--- src/core/cfg_port_map.svh ---
// Field widths and timing counts for the configuration port
`ifndef CFG_PORT_MAP_SVH
`define CFG_PORT_MAP_SVH

// ----------------------------------------------------------------
// Widths
// ----------------------------------------------------------------
`define CFG_DATA_W        8
`define CFG_ADDR_W        18
`define CFG_MODE_W        3
`define CFG_OPT_W         4
`define CFG_FIFO_DEPTH    16

// ----------------------------------------------------------------
// Timing
// ----------------------------------------------------------------
`define CFG_CLK_PERIOD_NS 50
`define CFG_ROM_ACCESS_NS 150
`define CFG_ROM_CYCLES \
    ((`CFG_ROM_ACCESS_NS + `CFG_CLK_PERIOD_NS - 1) / `CFG_CLK_PERIOD_NS)
`define CFG_ROM_CNT_W     4

`endif

--- src/core/cfg_port_pkg.sv ---
// Types shared by the configuration port modules
package cfg_port_pkg;

    // ------------------------------------------------------------
    // Configuration modes
    // ------------------------------------------------------------
    typedef enum logic [2:0] {
        MODE_MASTER_PAR  = 3'h0,
        MODE_ASYNC_PERIPH = 3'h1,
        MODE_SLAVE_PAR   = 3'h2,
        MODE_HOST_BURST  = 3'h3,
        MODE_HOST_PLAIN  = 3'h4,
        MODE_SERIAL      = 3'h5
    } mode_e;

    // ------------------------------------------------------------
    // End-of-configuration sequence, Gray coded
    // ------------------------------------------------------------
    typedef enum logic [1:0] {
        ST_CONFIG  = 2'h0,
        ST_RELEASE = 2'h1,
        ST_USER    = 2'h3
    } phase_e;

endpackage

--- src/core/cfg_fifo_if.sv ---
// Valid/ready carrier between the port and its byte FIFO
`timescale 1ns/1ps
interface cfg_fifo_if #(
    parameter int WIDTH = 8
);
    logic             fill_valid;
    logic             fill_ready;
    logic [WIDTH-1:0] fill_data;
    logic             drain_valid;
    logic             drain_ready;
    logic [WIDTH-1:0] drain_data;

    modport fifo (
        input  fill_valid, fill_data, drain_ready,
        output fill_ready, drain_valid, drain_data
    );
    modport user (
        output fill_valid, fill_data, drain_ready,
        input  fill_ready, drain_valid, drain_data
    );
endinterface

--- src/core/cfg_fifo.sv ---
// Byte FIFO with registered read data
`timescale 1ns/1ps
module cfg_fifo #(
    parameter int WIDTH = 8,
    parameter int DEPTH = 16
) (
    input  wire logic ref_clk,
    input  wire logic sys_rst,
    cfg_fifo_if.fifo  port
);
    localparam int AW = $clog2(DEPTH);

    typedef struct packed {
        logic [DEPTH-1:0][WIDTH-1:0] mem;
        logic [AW-1:0]               wr;
        logic [AW-1:0]               rd;
        logic [AW:0]                 cnt;
        logic [WIDTH-1:0]            out;
        logic                        out_v;
    } fifo_s;

    fifo_s st;
    fifo_s next_st;
    logic  push;
    logic  pop;

    // ------------------------------------------------------------
    // Next state
    // ------------------------------------------------------------
    always_comb begin
        next_st = st;
        port.fill_ready  = (st.cnt != (AW+1)'(DEPTH));
        port.drain_valid = st.out_v;
        port.drain_data  = st.out;
        push = port.fill_valid && port.fill_ready;
        pop  = (st.cnt != '0) && (!st.out_v || port.drain_ready);
        if (port.drain_ready && st.out_v) begin
            next_st.out_v = 1'b0;
        end
        if (pop) begin
            next_st.out   = st.mem[st.rd];
            next_st.out_v = 1'b1;
            next_st.rd    = st.rd + 1'b1;
        end
        if (push) begin
            next_st.mem[st.wr] = port.fill_data;
            next_st.wr         = st.wr + 1'b1;
        end
        next_st.cnt = st.cnt + (AW+1)'(push) - (AW+1)'(pop);
    end

    always_ff @(posedge ref_clk) begin
        if (sys_rst) begin
            st <= '0;
        end else begin
            st <= next_st;
        end
    end
endmodule // cfg_fifo

--- src/core/async_peripheral_config_port.sv ---
// Byte-wide configuration loading port of the device
`timescale 1ns/1ps
`include "cfg_port_map.svh"

module async_peripheral_config_port #(
    parameter int DATA_W     = `CFG_DATA_W,
    parameter int ADDR_W     = `CFG_ADDR_W,
    parameter int FIFO_DEPTH = `CFG_FIFO_DEPTH
) (
    input  wire logic                   ref_clk,
    input  wire logic                   sys_rst,
    input  wire logic [`CFG_MODE_W-1:0] cfg_mode,
    input  wire logic                   config_end,
    input  wire logic [`CFG_OPT_W-1:0]  done_opt,
    input  wire logic [`CFG_OPT_W-1:0]  io_opt,
    input  wire logic                   host_port_keep,
    input  wire logic                   select_low_input,
    input  wire logic                   select_high_input,
    input  wire logic                   read_strobe_n,
    input  wire logic                   write_strobe_n,
    input  wire logic [DATA_W-1:0]      data_in,
    input  wire logic                   cfg_byte_ready,
    output logic                        status_bit_seven,
    output logic                        status_bit_seven_oe_n,
    output logic                        data_pullup_en,
    output logic                        select_pullup_en,
    output logic [ADDR_W-1:0]           addr_out,
    output logic                        addr_oe_n,
    output logic                        addr_pullup_en,
    output logic                        ready_out,
    output logic                        host_interrupt_n,
    output logic                        burst_inhibit_out,
    output logic [DATA_W-1:0]           cfg_byte,
    output logic                        cfg_byte_valid,
    output logic                        done_release,
    output logic                        user_io_active
);

    // ------------------------------------------------------------
    // State
    // ------------------------------------------------------------
    typedef struct packed {
        logic                      sl_m;
        logic                      sl_s;
        logic                      sh_m;
        logic                      sh_s;
        logic                      rd_m;
        logic                      rd_s;
        logic                      rd_d;
        logic                      wr_m;
        logic                      wr_s;
        logic                      wr_d;
        logic [DATA_W-1:0]         hold;
        logic                      hold_v;
        logic [`CFG_ROM_CNT_W-1:0] rom_cnt;
        logic                      irq_pend;
        cfg_port_pkg::phase_e      phase;
        logic [`CFG_OPT_W-1:0]     tmr;
        logic                      stat;
        logic                      stat_oe_n;
        logic                      data_pu;
        logic                      sel_pu;
        logic [ADDR_W-1:0]         addr;
        logic                      addr_oe_n;
        logic                      addr_pu;
        logic                      ready;
        logic                      irq_n;
        logic                      bi;
        logic                      done;
        logic                      user_io;
    } port_s;

    port_s                st;
    port_s                next_st;
    cfg_port_pkg::mode_e  mode;
    logic                 selected;
    logic                 sel_mode;
    logic                 periph;
    logic                 host;
    logic                 cfg_on;
    logic                 wr_fall;
    logic                 rd_fall;
    logic                 capture;
    logic                 rom_take;
    logic                 moved;

    cfg_fifo_if #(.WIDTH(DATA_W)) fifo_bus ();

    // Deep buffer lets the loader absorb stalls of configuration memory
    cfg_fifo #(
        .WIDTH (DATA_W),
        .DEPTH (FIFO_DEPTH)
    ) u_fifo (
        .ref_clk (ref_clk),
        .sys_rst (sys_rst),
        .port    (fifo_bus.fifo)
    );

    assign mode = cfg_port_pkg::mode_e'(cfg_mode);

    // ------------------------------------------------------------
    // Next state
    // ------------------------------------------------------------
    always_comb begin
        next_st = st;

        // Two-flop synchronisers, third stage only for edges
        next_st.sl_m = select_low_input;
        next_st.sl_s = st.sl_m;
        next_st.sh_m = select_high_input;
        next_st.sh_s = st.sh_m;
        next_st.rd_m = read_strobe_n;
        next_st.rd_s = st.rd_m;
        next_st.rd_d = st.rd_s;
        next_st.wr_m = write_strobe_n;
        next_st.wr_s = st.wr_m;
        next_st.wr_d = st.wr_s;

        cfg_on   = (st.phase != cfg_port_pkg::ST_USER) && !st.user_io;
        periph   = (mode == cfg_port_pkg::MODE_ASYNC_PERIPH);
        host     = (mode == cfg_port_pkg::MODE_HOST_BURST) ||
                   (mode == cfg_port_pkg::MODE_HOST_PLAIN);
        sel_mode = periph || host ||
                   (mode == cfg_port_pkg::MODE_SLAVE_PAR);
        selected = !st.sl_s && st.sh_s && sel_mode;

        // Falling edges: one pulse gives exactly one event
        wr_fall = st.wr_d && !st.wr_s;
        rd_fall = st.rd_d && !st.rd_s;

        // ------------------------------------------------------------
        // Byte capture into the holding buffer
        // ------------------------------------------------------------
        // A write while busy is dropped; the host must poll status first
        capture = cfg_on && selected && wr_fall && !st.hold_v &&
                  (periph || (mode == cfg_port_pkg::MODE_SLAVE_PAR));
        if (capture) begin
            next_st.hold   = data_in;
            next_st.hold_v = 1'b1;
        end

        // ------------------------------------------------------------
        // Master parallel ROM stepping
        // ------------------------------------------------------------
        rom_take = 1'b0;
        if (cfg_on && (mode == cfg_port_pkg::MODE_MASTER_PAR)) begin
            if (st.rom_cnt != '0) begin
                next_st.rom_cnt = st.rom_cnt - 1'b1;
            end else if (!st.hold_v) begin
                rom_take        = 1'b1;
                next_st.hold    = data_in;
                next_st.hold_v  = 1'b1;
                next_st.addr    = st.addr + 1'b1;
                next_st.rom_cnt = `CFG_ROM_CNT_W'(`CFG_ROM_CYCLES);
            end
        end

        // ------------------------------------------------------------
        // Buffer to FIFO; busy until the byte has left
        // ------------------------------------------------------------
        fifo_bus.fill_valid  = st.hold_v;
        fifo_bus.fill_data   = st.hold;
        fifo_bus.drain_ready = cfg_byte_ready;
        moved = st.hold_v && fifo_bus.fill_ready;
        if (moved) begin
            next_st.hold_v = 1'b0;
        end

        next_st.ready = cfg_on && periph &&
                        !next_st.hold_v;
        next_st.stat  = next_st.ready;

        // Write wins when both strobes are low
        next_st.stat_oe_n = !(cfg_on && periph && selected &&
                              !st.rd_s && st.wr_s);

        // ------------------------------------------------------------
        // Pin conditioning during configuration
        // ------------------------------------------------------------
        next_st.sel_pu  = cfg_on;
        next_st.data_pu = cfg_on &&
                          (periph ||
                           (mode == cfg_port_pkg::MODE_MASTER_PAR) ||
                           (mode == cfg_port_pkg::MODE_SLAVE_PAR));
        if (cfg_on && (mode == cfg_port_pkg::MODE_MASTER_PAR)) begin
            next_st.addr_oe_n = 1'b0;
            next_st.addr_pu   = 1'b0;
        end else if (cfg_on && !host) begin
            next_st.addr_oe_n = 1'b1;
            next_st.addr_pu   = 1'b1;
        end else begin
            next_st.addr_oe_n = 1'b1;
            next_st.addr_pu   = 1'b0;
        end

        // ------------------------------------------------------------
        // Host port pins
        // ------------------------------------------------------------
        // Pending is raised at end of configuration; set beats clear
        if (host && rd_fall && selected) begin
            next_st.irq_pend = 1'b0;
        end
        if (host && config_end && (st.phase == cfg_port_pkg::ST_CONFIG))
        begin
            next_st.irq_pend = 1'b1;
        end
        if (host && (cfg_on || host_port_keep)) begin
            next_st.irq_n = !next_st.irq_pend;
            next_st.bi    =
                (mode == cfg_port_pkg::MODE_HOST_BURST);
        end else begin
            next_st.irq_n = 1'b1;
            next_st.bi    = 1'b0;
        end

        // ------------------------------------------------------------
        // End of configuration: two independent release times
        // ------------------------------------------------------------
        case (st.phase)
            cfg_port_pkg::ST_CONFIG: begin
                next_st.tmr = '0;
                if (config_end) begin
                    next_st.phase = cfg_port_pkg::ST_RELEASE;
                end
            end
            cfg_port_pkg::ST_RELEASE: begin
                if (st.tmr >= done_opt) begin
                    next_st.done = 1'b1;
                end
                if (st.tmr >= io_opt) begin
                    next_st.user_io = 1'b1;
                end
                if (next_st.done && next_st.user_io) begin
                    next_st.phase = cfg_port_pkg::ST_USER;
                end else if (st.tmr != '1) begin
                    next_st.tmr = st.tmr + 1'b1;
                end
            end
            cfg_port_pkg::ST_USER: begin
                next_st.done    = 1'b1;
                next_st.user_io = 1'b1;
            end
            default: begin
                next_st.phase = cfg_port_pkg::ST_CONFIG;
            end
        endcase
    end

    // ------------------------------------------------------------
    // Registers
    // ------------------------------------------------------------
    // Strobe flops idle high so reset release never looks like an edge
    always_ff @(posedge ref_clk) begin
        if (sys_rst) begin
            st           <= '0;
            st.sl_m      <= 1'b1;
            st.sl_s      <= 1'b1;
            st.rd_m      <= 1'b1;
            st.rd_s      <= 1'b1;
            st.rd_d      <= 1'b1;
            st.wr_m      <= 1'b1;
            st.wr_s      <= 1'b1;
            st.wr_d      <= 1'b1;
            st.phase     <= cfg_port_pkg::ST_CONFIG;
            st.stat_oe_n <= 1'b1;
            st.addr_oe_n <= 1'b1;
            st.irq_n     <= 1'b1;
        end else begin
            st <= next_st;
        end
    end

    // ------------------------------------------------------------
    // Outputs
    // ------------------------------------------------------------
    assign status_bit_seven      = st.stat;
    assign status_bit_seven_oe_n = st.stat_oe_n;
    assign data_pullup_en        = st.data_pu;
    assign select_pullup_en      = st.sel_pu;
    assign addr_out              = st.addr;
    assign addr_oe_n             = st.addr_oe_n;
    assign addr_pullup_en        = st.addr_pu;
    assign ready_out             = st.ready;
    assign host_interrupt_n      = st.irq_n;
    assign burst_inhibit_out     = st.bi;
    assign cfg_byte              = fifo_bus.drain_data;
    assign cfg_byte_valid        = fifo_bus.drain_valid;
    assign done_release          = st.done;
    assign user_io_active        = st.user_io;

endmodule // async_peripheral_config_port

--- config.mk ---
export PLATFORM = sky130hd
export DESIGN_NAME = async_peripheral_config_port
export DESIGN_NICKNAME = d
export VERILOG_FILES = /design/src/core/cfg_port_pkg.sv /design/src/core/cfg_fifo_if.sv /design/src/core/cfg_fifo.sv /design/src/core/async_peripheral_config_port.sv
export VERILOG_INCLUDE_DIRS = /design/src /design/src/core
export SDC_FILE = /design/constraint.sdc
export NUM_CORES = 1
export LEC_CHECK = 0
export BUFFER_PORTS_ARGS = -buffer_cell sky130_fd_sc_hd__buf_4
export CORE_MARGIN = 8
export CORE_UTILIZATION = 55
export DETAILED_ROUTE_END_ITERATION = 8
export PLACE_DENSITY = 0.74
export SLEW_MARGIN = 5
export SYNTH_ARGS = -nofsm -noshare
export SYNTH_HDL_FRONTEND = slang
export SYNTH_SLANG_ARGS = --single-unit
--- constraint.sdc ---
create_clock -name ref_clk -period 3.3 [get_ports ref_clk]
set_clock_uncertainty 0.05 [all_clocks]
set_input_delay 0.33 -clock ref_clk [delete_from_list [all_inputs] [get_ports ref_clk]]
set_output_delay 0.33 -clock ref_clk [all_outputs]
set_load 0.01 [all_outputs]
# After elaboration in Yosys (flattened, before gate mapping)
# Cells that the tools add are included.
# totals
ff_bits,208
in_bits,28
wordCells,164
# op_classes
addsub,7
magnitude_cmp,5
n_eq_ne,14
mux,28
n_bitwise,4
n_reduce_logical,58
# op_table
operator,n
$bwmux W128,1
$bmux W8 S4,1
$demux W8 S4,1
$logic_and A1 B1 Y1,27
$mux W13,2
$add A18 B1 Y18 const B,1
$mux W9,2
$mux W8,2
$add A4 B1 Y4 const B,3
$mux W4,3
$logic_not A1 Y1,10
$lt A4 B5 Y1 const B,2
$mux W1,10
$ne A2 B2 Y1 const B,5
$reduce_and A3 Y1,3
$ge A4 B4 Y1,2
$logic_or A1 B1 Y1,8
$pmux W4 S2,1
$eq A3 B2 Y1 const B,2
$mux W2,3
$pmux W2 S3,1
$reduce_bool A2 Y1,3
$add A5 B1 Y5,1
$ne A5 B5 Y1 const B,1
other kinds (17),21

# Depth between registers and ports, before layout
# depth
ltp_word,16
depth_mapped,15
mapped_depth_nobuf,13

# By module
# From an unflattened synthesis, not the netlist that was laid out.
# hier_totals
hier_cells,935
hier_area_um2,9691.8
# modules_own_cells
module,n_inst,cells_each,area_per_inst_um2,seq_area_each_um2
cfg_fifo,1,611,6766.5,3002.9
async_peripheral_config_port,1,324,2925.3,1161.1

# Least setup slack after synthesis
# Ideal clock, no wire load.
# synth_timing
path_type,register to register
from,reg u_fifo.st[12] in the netlist's numbering
to,reg u_fifo.st[13] in the netlist's numbering
setup_time_ns,0.128
t_arrival_ns,2.602
t_required_ns,3.122
setup_slack_ns,0.520
path_stages_with_launch,16
n_path_buf,2
cell_sequence,dfxtp_1 > inv_1 > ha_1 > nor4b_1 > nor2b_1 > clkbuf_1 > clkbuf_1 > ha_1 > inv_1 > ha_1 > fa_1 > a21oi_1 > nor2_1 > nor2_1 > xnor2_1 > nor2_1
# synth_between
elab_chain_len,4
elab_cells_between_ends,6
# synth_lines
element,line,rtl
start: declaration,cfg_fifo.sv:22,fifo_s st;
start signal: assignment,cfg_fifo.sv:56,st <= next_st;
$ne A5 B5 Y1,cfg_fifo.sv:32,port.fill_ready = (st.cnt != (AW+1)'(DEPTH));
$logic_and A1 B1 Y1,cfg_fifo.sv:35,push = port.fill_valid && port.fill_ready;
$add A5 B1 Y5,cfg_fifo.sv:49,next_st.cnt = st.cnt + (AW+1)'(push) - (AW+1)'(pop);
$sub A5 B1 Y5 (*),cfg_fifo.sv:49,
# Mark *: on every way between the ends. The rest lies on a longest branch, timed or not.
# A chain may end at the register's enable or synchronous reset.

# Worst setup path after layout
# Ends and elaborated chain as after synthesis.

==> run metrics <==
Core ar.=16580 um2; sw power=1747 uW; worst endpoint required time=3.62 ns; Fin Hold WS=0.01332 ns; Met2 Wirelength=8.936 mm; vias in the first global route=6332; DRC viols=0; setup_tns=0 ns; Internal Power=4549 uW; initial antenna violation count=0; first-pass GRT wire length=32.76 mm; clk slew on worst S/H paths=0.06 ns; post_cts resized=0; Synth Cell Area=9316 um2; combinational share of power=19.1%; Clk pwr share=36.6%; die area=21360 um2; clk sinks=208; Netlist cell types=51; share of layout cells above drive strength 1=15.37%; critical path startpoint category=flop; final setup fails=0; hold_buf cts=3; met3 WL=1.087 mm; I/O Buffers=65; Mapped Cells=951; Min-Delay Endpoint=next_st[55]; CP Max Fanout=2; Final Slew Violations=0; H-tree depth=1; CP Cell Sequence=inv_1 > ha_1 > nor4b_1 > nor2b_1 > ha_1 > inv_1 > ha_1 > fa_1 > a21oi_1 > nor2_1 > nor2_1 > xnor2_1 > nor2_1; CP Class=reg2reg; CTS tree=yes; vias per std cell=5.533; cell area after layout=10400 um2; r2r setup slk=0.64 ns; unrepaired setup endpoints after global routing=no; post-synth net total=1002; Die X=146.2 um; CTS Buffer Depth=3; Largest stage delay, worst path=0.40 ns; Pwr per Cell Area=605.3 nW/um2; Worst-Margin Slew=0.8359 ns; Arr. time, crit path=2.99 ns; WL final=19.92 mm; Max Fclk=375.3 MHz; sequential share of power=44.2%; Hold Crit Class=in2reg; Yosys reg bits=208; Setup Buffers After CTS=0; final worst path period need=2.665 ns; Ys Warns=0; switch share=27.75%; Final ANT Viol Nets=0; reg-to-reg startpoint=u_fifo.st[12]; clock latency on the worst-skew pair=0.49 ns; Metal-1 WL=9.514 mm; GPL Wtd Cong=0.7780; peak supply drop=0.0003823 V; Root Driver=clkbuf_16; Finished Core Util=62.72%; Antenna diodes=0; gr ovfl total=0; starting density of the core=56.18%; RR Endpoint=u_fifo.st[13]; top_reg_cell synth=dfxtp_1; via count=6617; Avg WL per Cell=16.65 um; Worst path slowest cell=fa_1; Seq/Total Area, Yosys=44.70%; relative slew slack=44.20%; placed instance area=9699 um2; Tcrit/Tclk final=80.75%; EDFF count, synth=0; TritonRoute pass-1 iters=5; NumNets Final=1015; cell count of the worst hold path=2; pin count of the biggest net entering global routing=116; Area growth, synth to finish=11.64%; Post-DP HPWL=12.90 mm; CP Capture Type=flop; gr usage total=18.23%; async set-reset flop share out of synthesis=0%; TritonCTS buffer count=23; Setup WS pre-CTS=0.6723 ns; average cell area after synthesis=9.796 um2; final hold violation count=0; site row count=47; highest routed layer=met4; min-delay src=select_high_input; LEAKAGE=0.004891 uW; DR iter-0 viols=373; num ports=66; r2r worst-path depth=13; Max Cap Viol=0; status=finished clean; fin worst setup slack=0.6353 ns; Die Y-Extent=146.2 um
## final cells by class
class	count	area [um2]
fill	1438	6182
multi-input combinational	626	4594
sequential	208	4165
clock buffer	36	664.4
timing repair buffer	77	589.3
tap	220	275.3
inverter	28	105.1
clock inverter	1	7.507
## cell usage after synthesis (2+ instances only)
cell	instances	area, um2
dfxtp_1	208	4164
nor2_1	191	716.9
mux2i_1	157	1572
clkbuf_1	36	135.1
inv_1	28	105.1
buf_4	27	202.7
ha_1	22	275.3
nand3_1	19	95.09
xnor2_1	19	166.4
nand2_1	18	67.56
nor2b_1	18	112.6
a21oi_1	16	80.08
mux2_2	16	180.2
mux4_2	16	360.4
o22ai_1	16	100.1
buf_2	14	70.07
buf_1	12	45.04
nor3_1	12	60.06
nor4_1	10	62.56
nand4_1	9	56.30
o21ai_0	9	45.04
or2_2	9	56.30
a221oi_1	8	70.07
nand2b_1	8	50.05
xor2_1	7	61.31
a211oi_1	6	45.04
or3_1	5	31.28
and2_1	4	25.02
nor3b_1	4	30.03
or4_1	3	22.52
and4_1	2	17.52
nand4b_1	2	17.52
nor4b_1	2	17.52
## per-stage QoR
stage	total power [uW]	instances
final	6296	1196
after global routing	6608	1196
after CTS	6349	1196
after detailed placement	4041	1156
after global placement	4032	1156
after floorplan	3728	951
## routing by layer
| layer | up-vias | track usage, % |
|---|---|---|
| met2 | 149 | 29.91 |
| met4 | 0 | 4.482 |
| li1 | 3272 | - |
| met5 | - | 0 |
| met3 | 34 | 3.832 |
| met1 | 3162 | 24.01 |
## placed cells by master (no fill, tap or decap), types with 18 or more instances in the layout
cell	instances
dfxtp_1	207
nor2_1	191
mux2i_1	157
buf_4	73
inv_1	28
clkbuf_16	23
ha_1	22
nand3_1	19
xnor2_1	19
nor2b_1	18
nand2_1	18
## logic make-up (layout without fill, tap and decap cells)
group,Yosys count,in the layout,synth area share (%)
adders and majority gates,23,23,3.169
muxes,189,189,22.67
and+or+nand+nor,323,323,16.22
AOI/OAI and AO/OA,65,65,4.808
xor gates and xnor gates,26,26,2.444
buffers and inverters,117,142,5.990
DFF,208,208,44.70
## worst max-delay path: cells and delay by family (launching register included)
kind | cells | cell delay (ns)
simple gates | 5 | 0.72
compound gates | 1 | 0.14
flops | 1 | 0.31
xor+xnor | 1 | 0.13
fa+ha+maj | 4 | 1.06
buf+inv | 2 | 0.12
## power groups by stage
stage / registers [uW] / logic (uW) / clock network [uW]
after detailed placement: 2840 / 1200 / 0
after floorplan: 2740 / 993 / 0
after global routing: 2800 / 1340 / 2470
final: 2780 / 1210 / 2310
after global placement: 2840 / 1200 / 0
after CTS: 2780 / 1210 / 2360
## worst max path at each step
| stage | start | endpoint | slack, ns |
|---|---|---|---|
| after floorplan | u_fifo.st[12] | u_fifo.st[13] | 0.52 |
| after global placement | u_fifo.st[12] | u_fifo.st[13] | 0.78 |
| after detailed placement | u_fifo.st[12] | u_fifo.st[13] | 0.67 |
| after CTS | u_fifo.st[12] | u_fifo.st[13] | 0.66 |
| after global routing | u_fifo.st[11] | u_fifo.st[13] | 0.43 |
| final | u_fifo.st[12] | u_fifo.st[13] | 0.64 |
## registers in the layout, indices dropped and copies added, names as in the netlist, 6 cells and up, named ones only
| signal | cells |
|---|---|
| st | 15 |
| next_st | 6 |
| addr_out | 18 |
| u_fifo.port.drain_data | 8 |
| u_fifo.st | 141 |
Note: power is estimated with default switching activity, not from simulation.
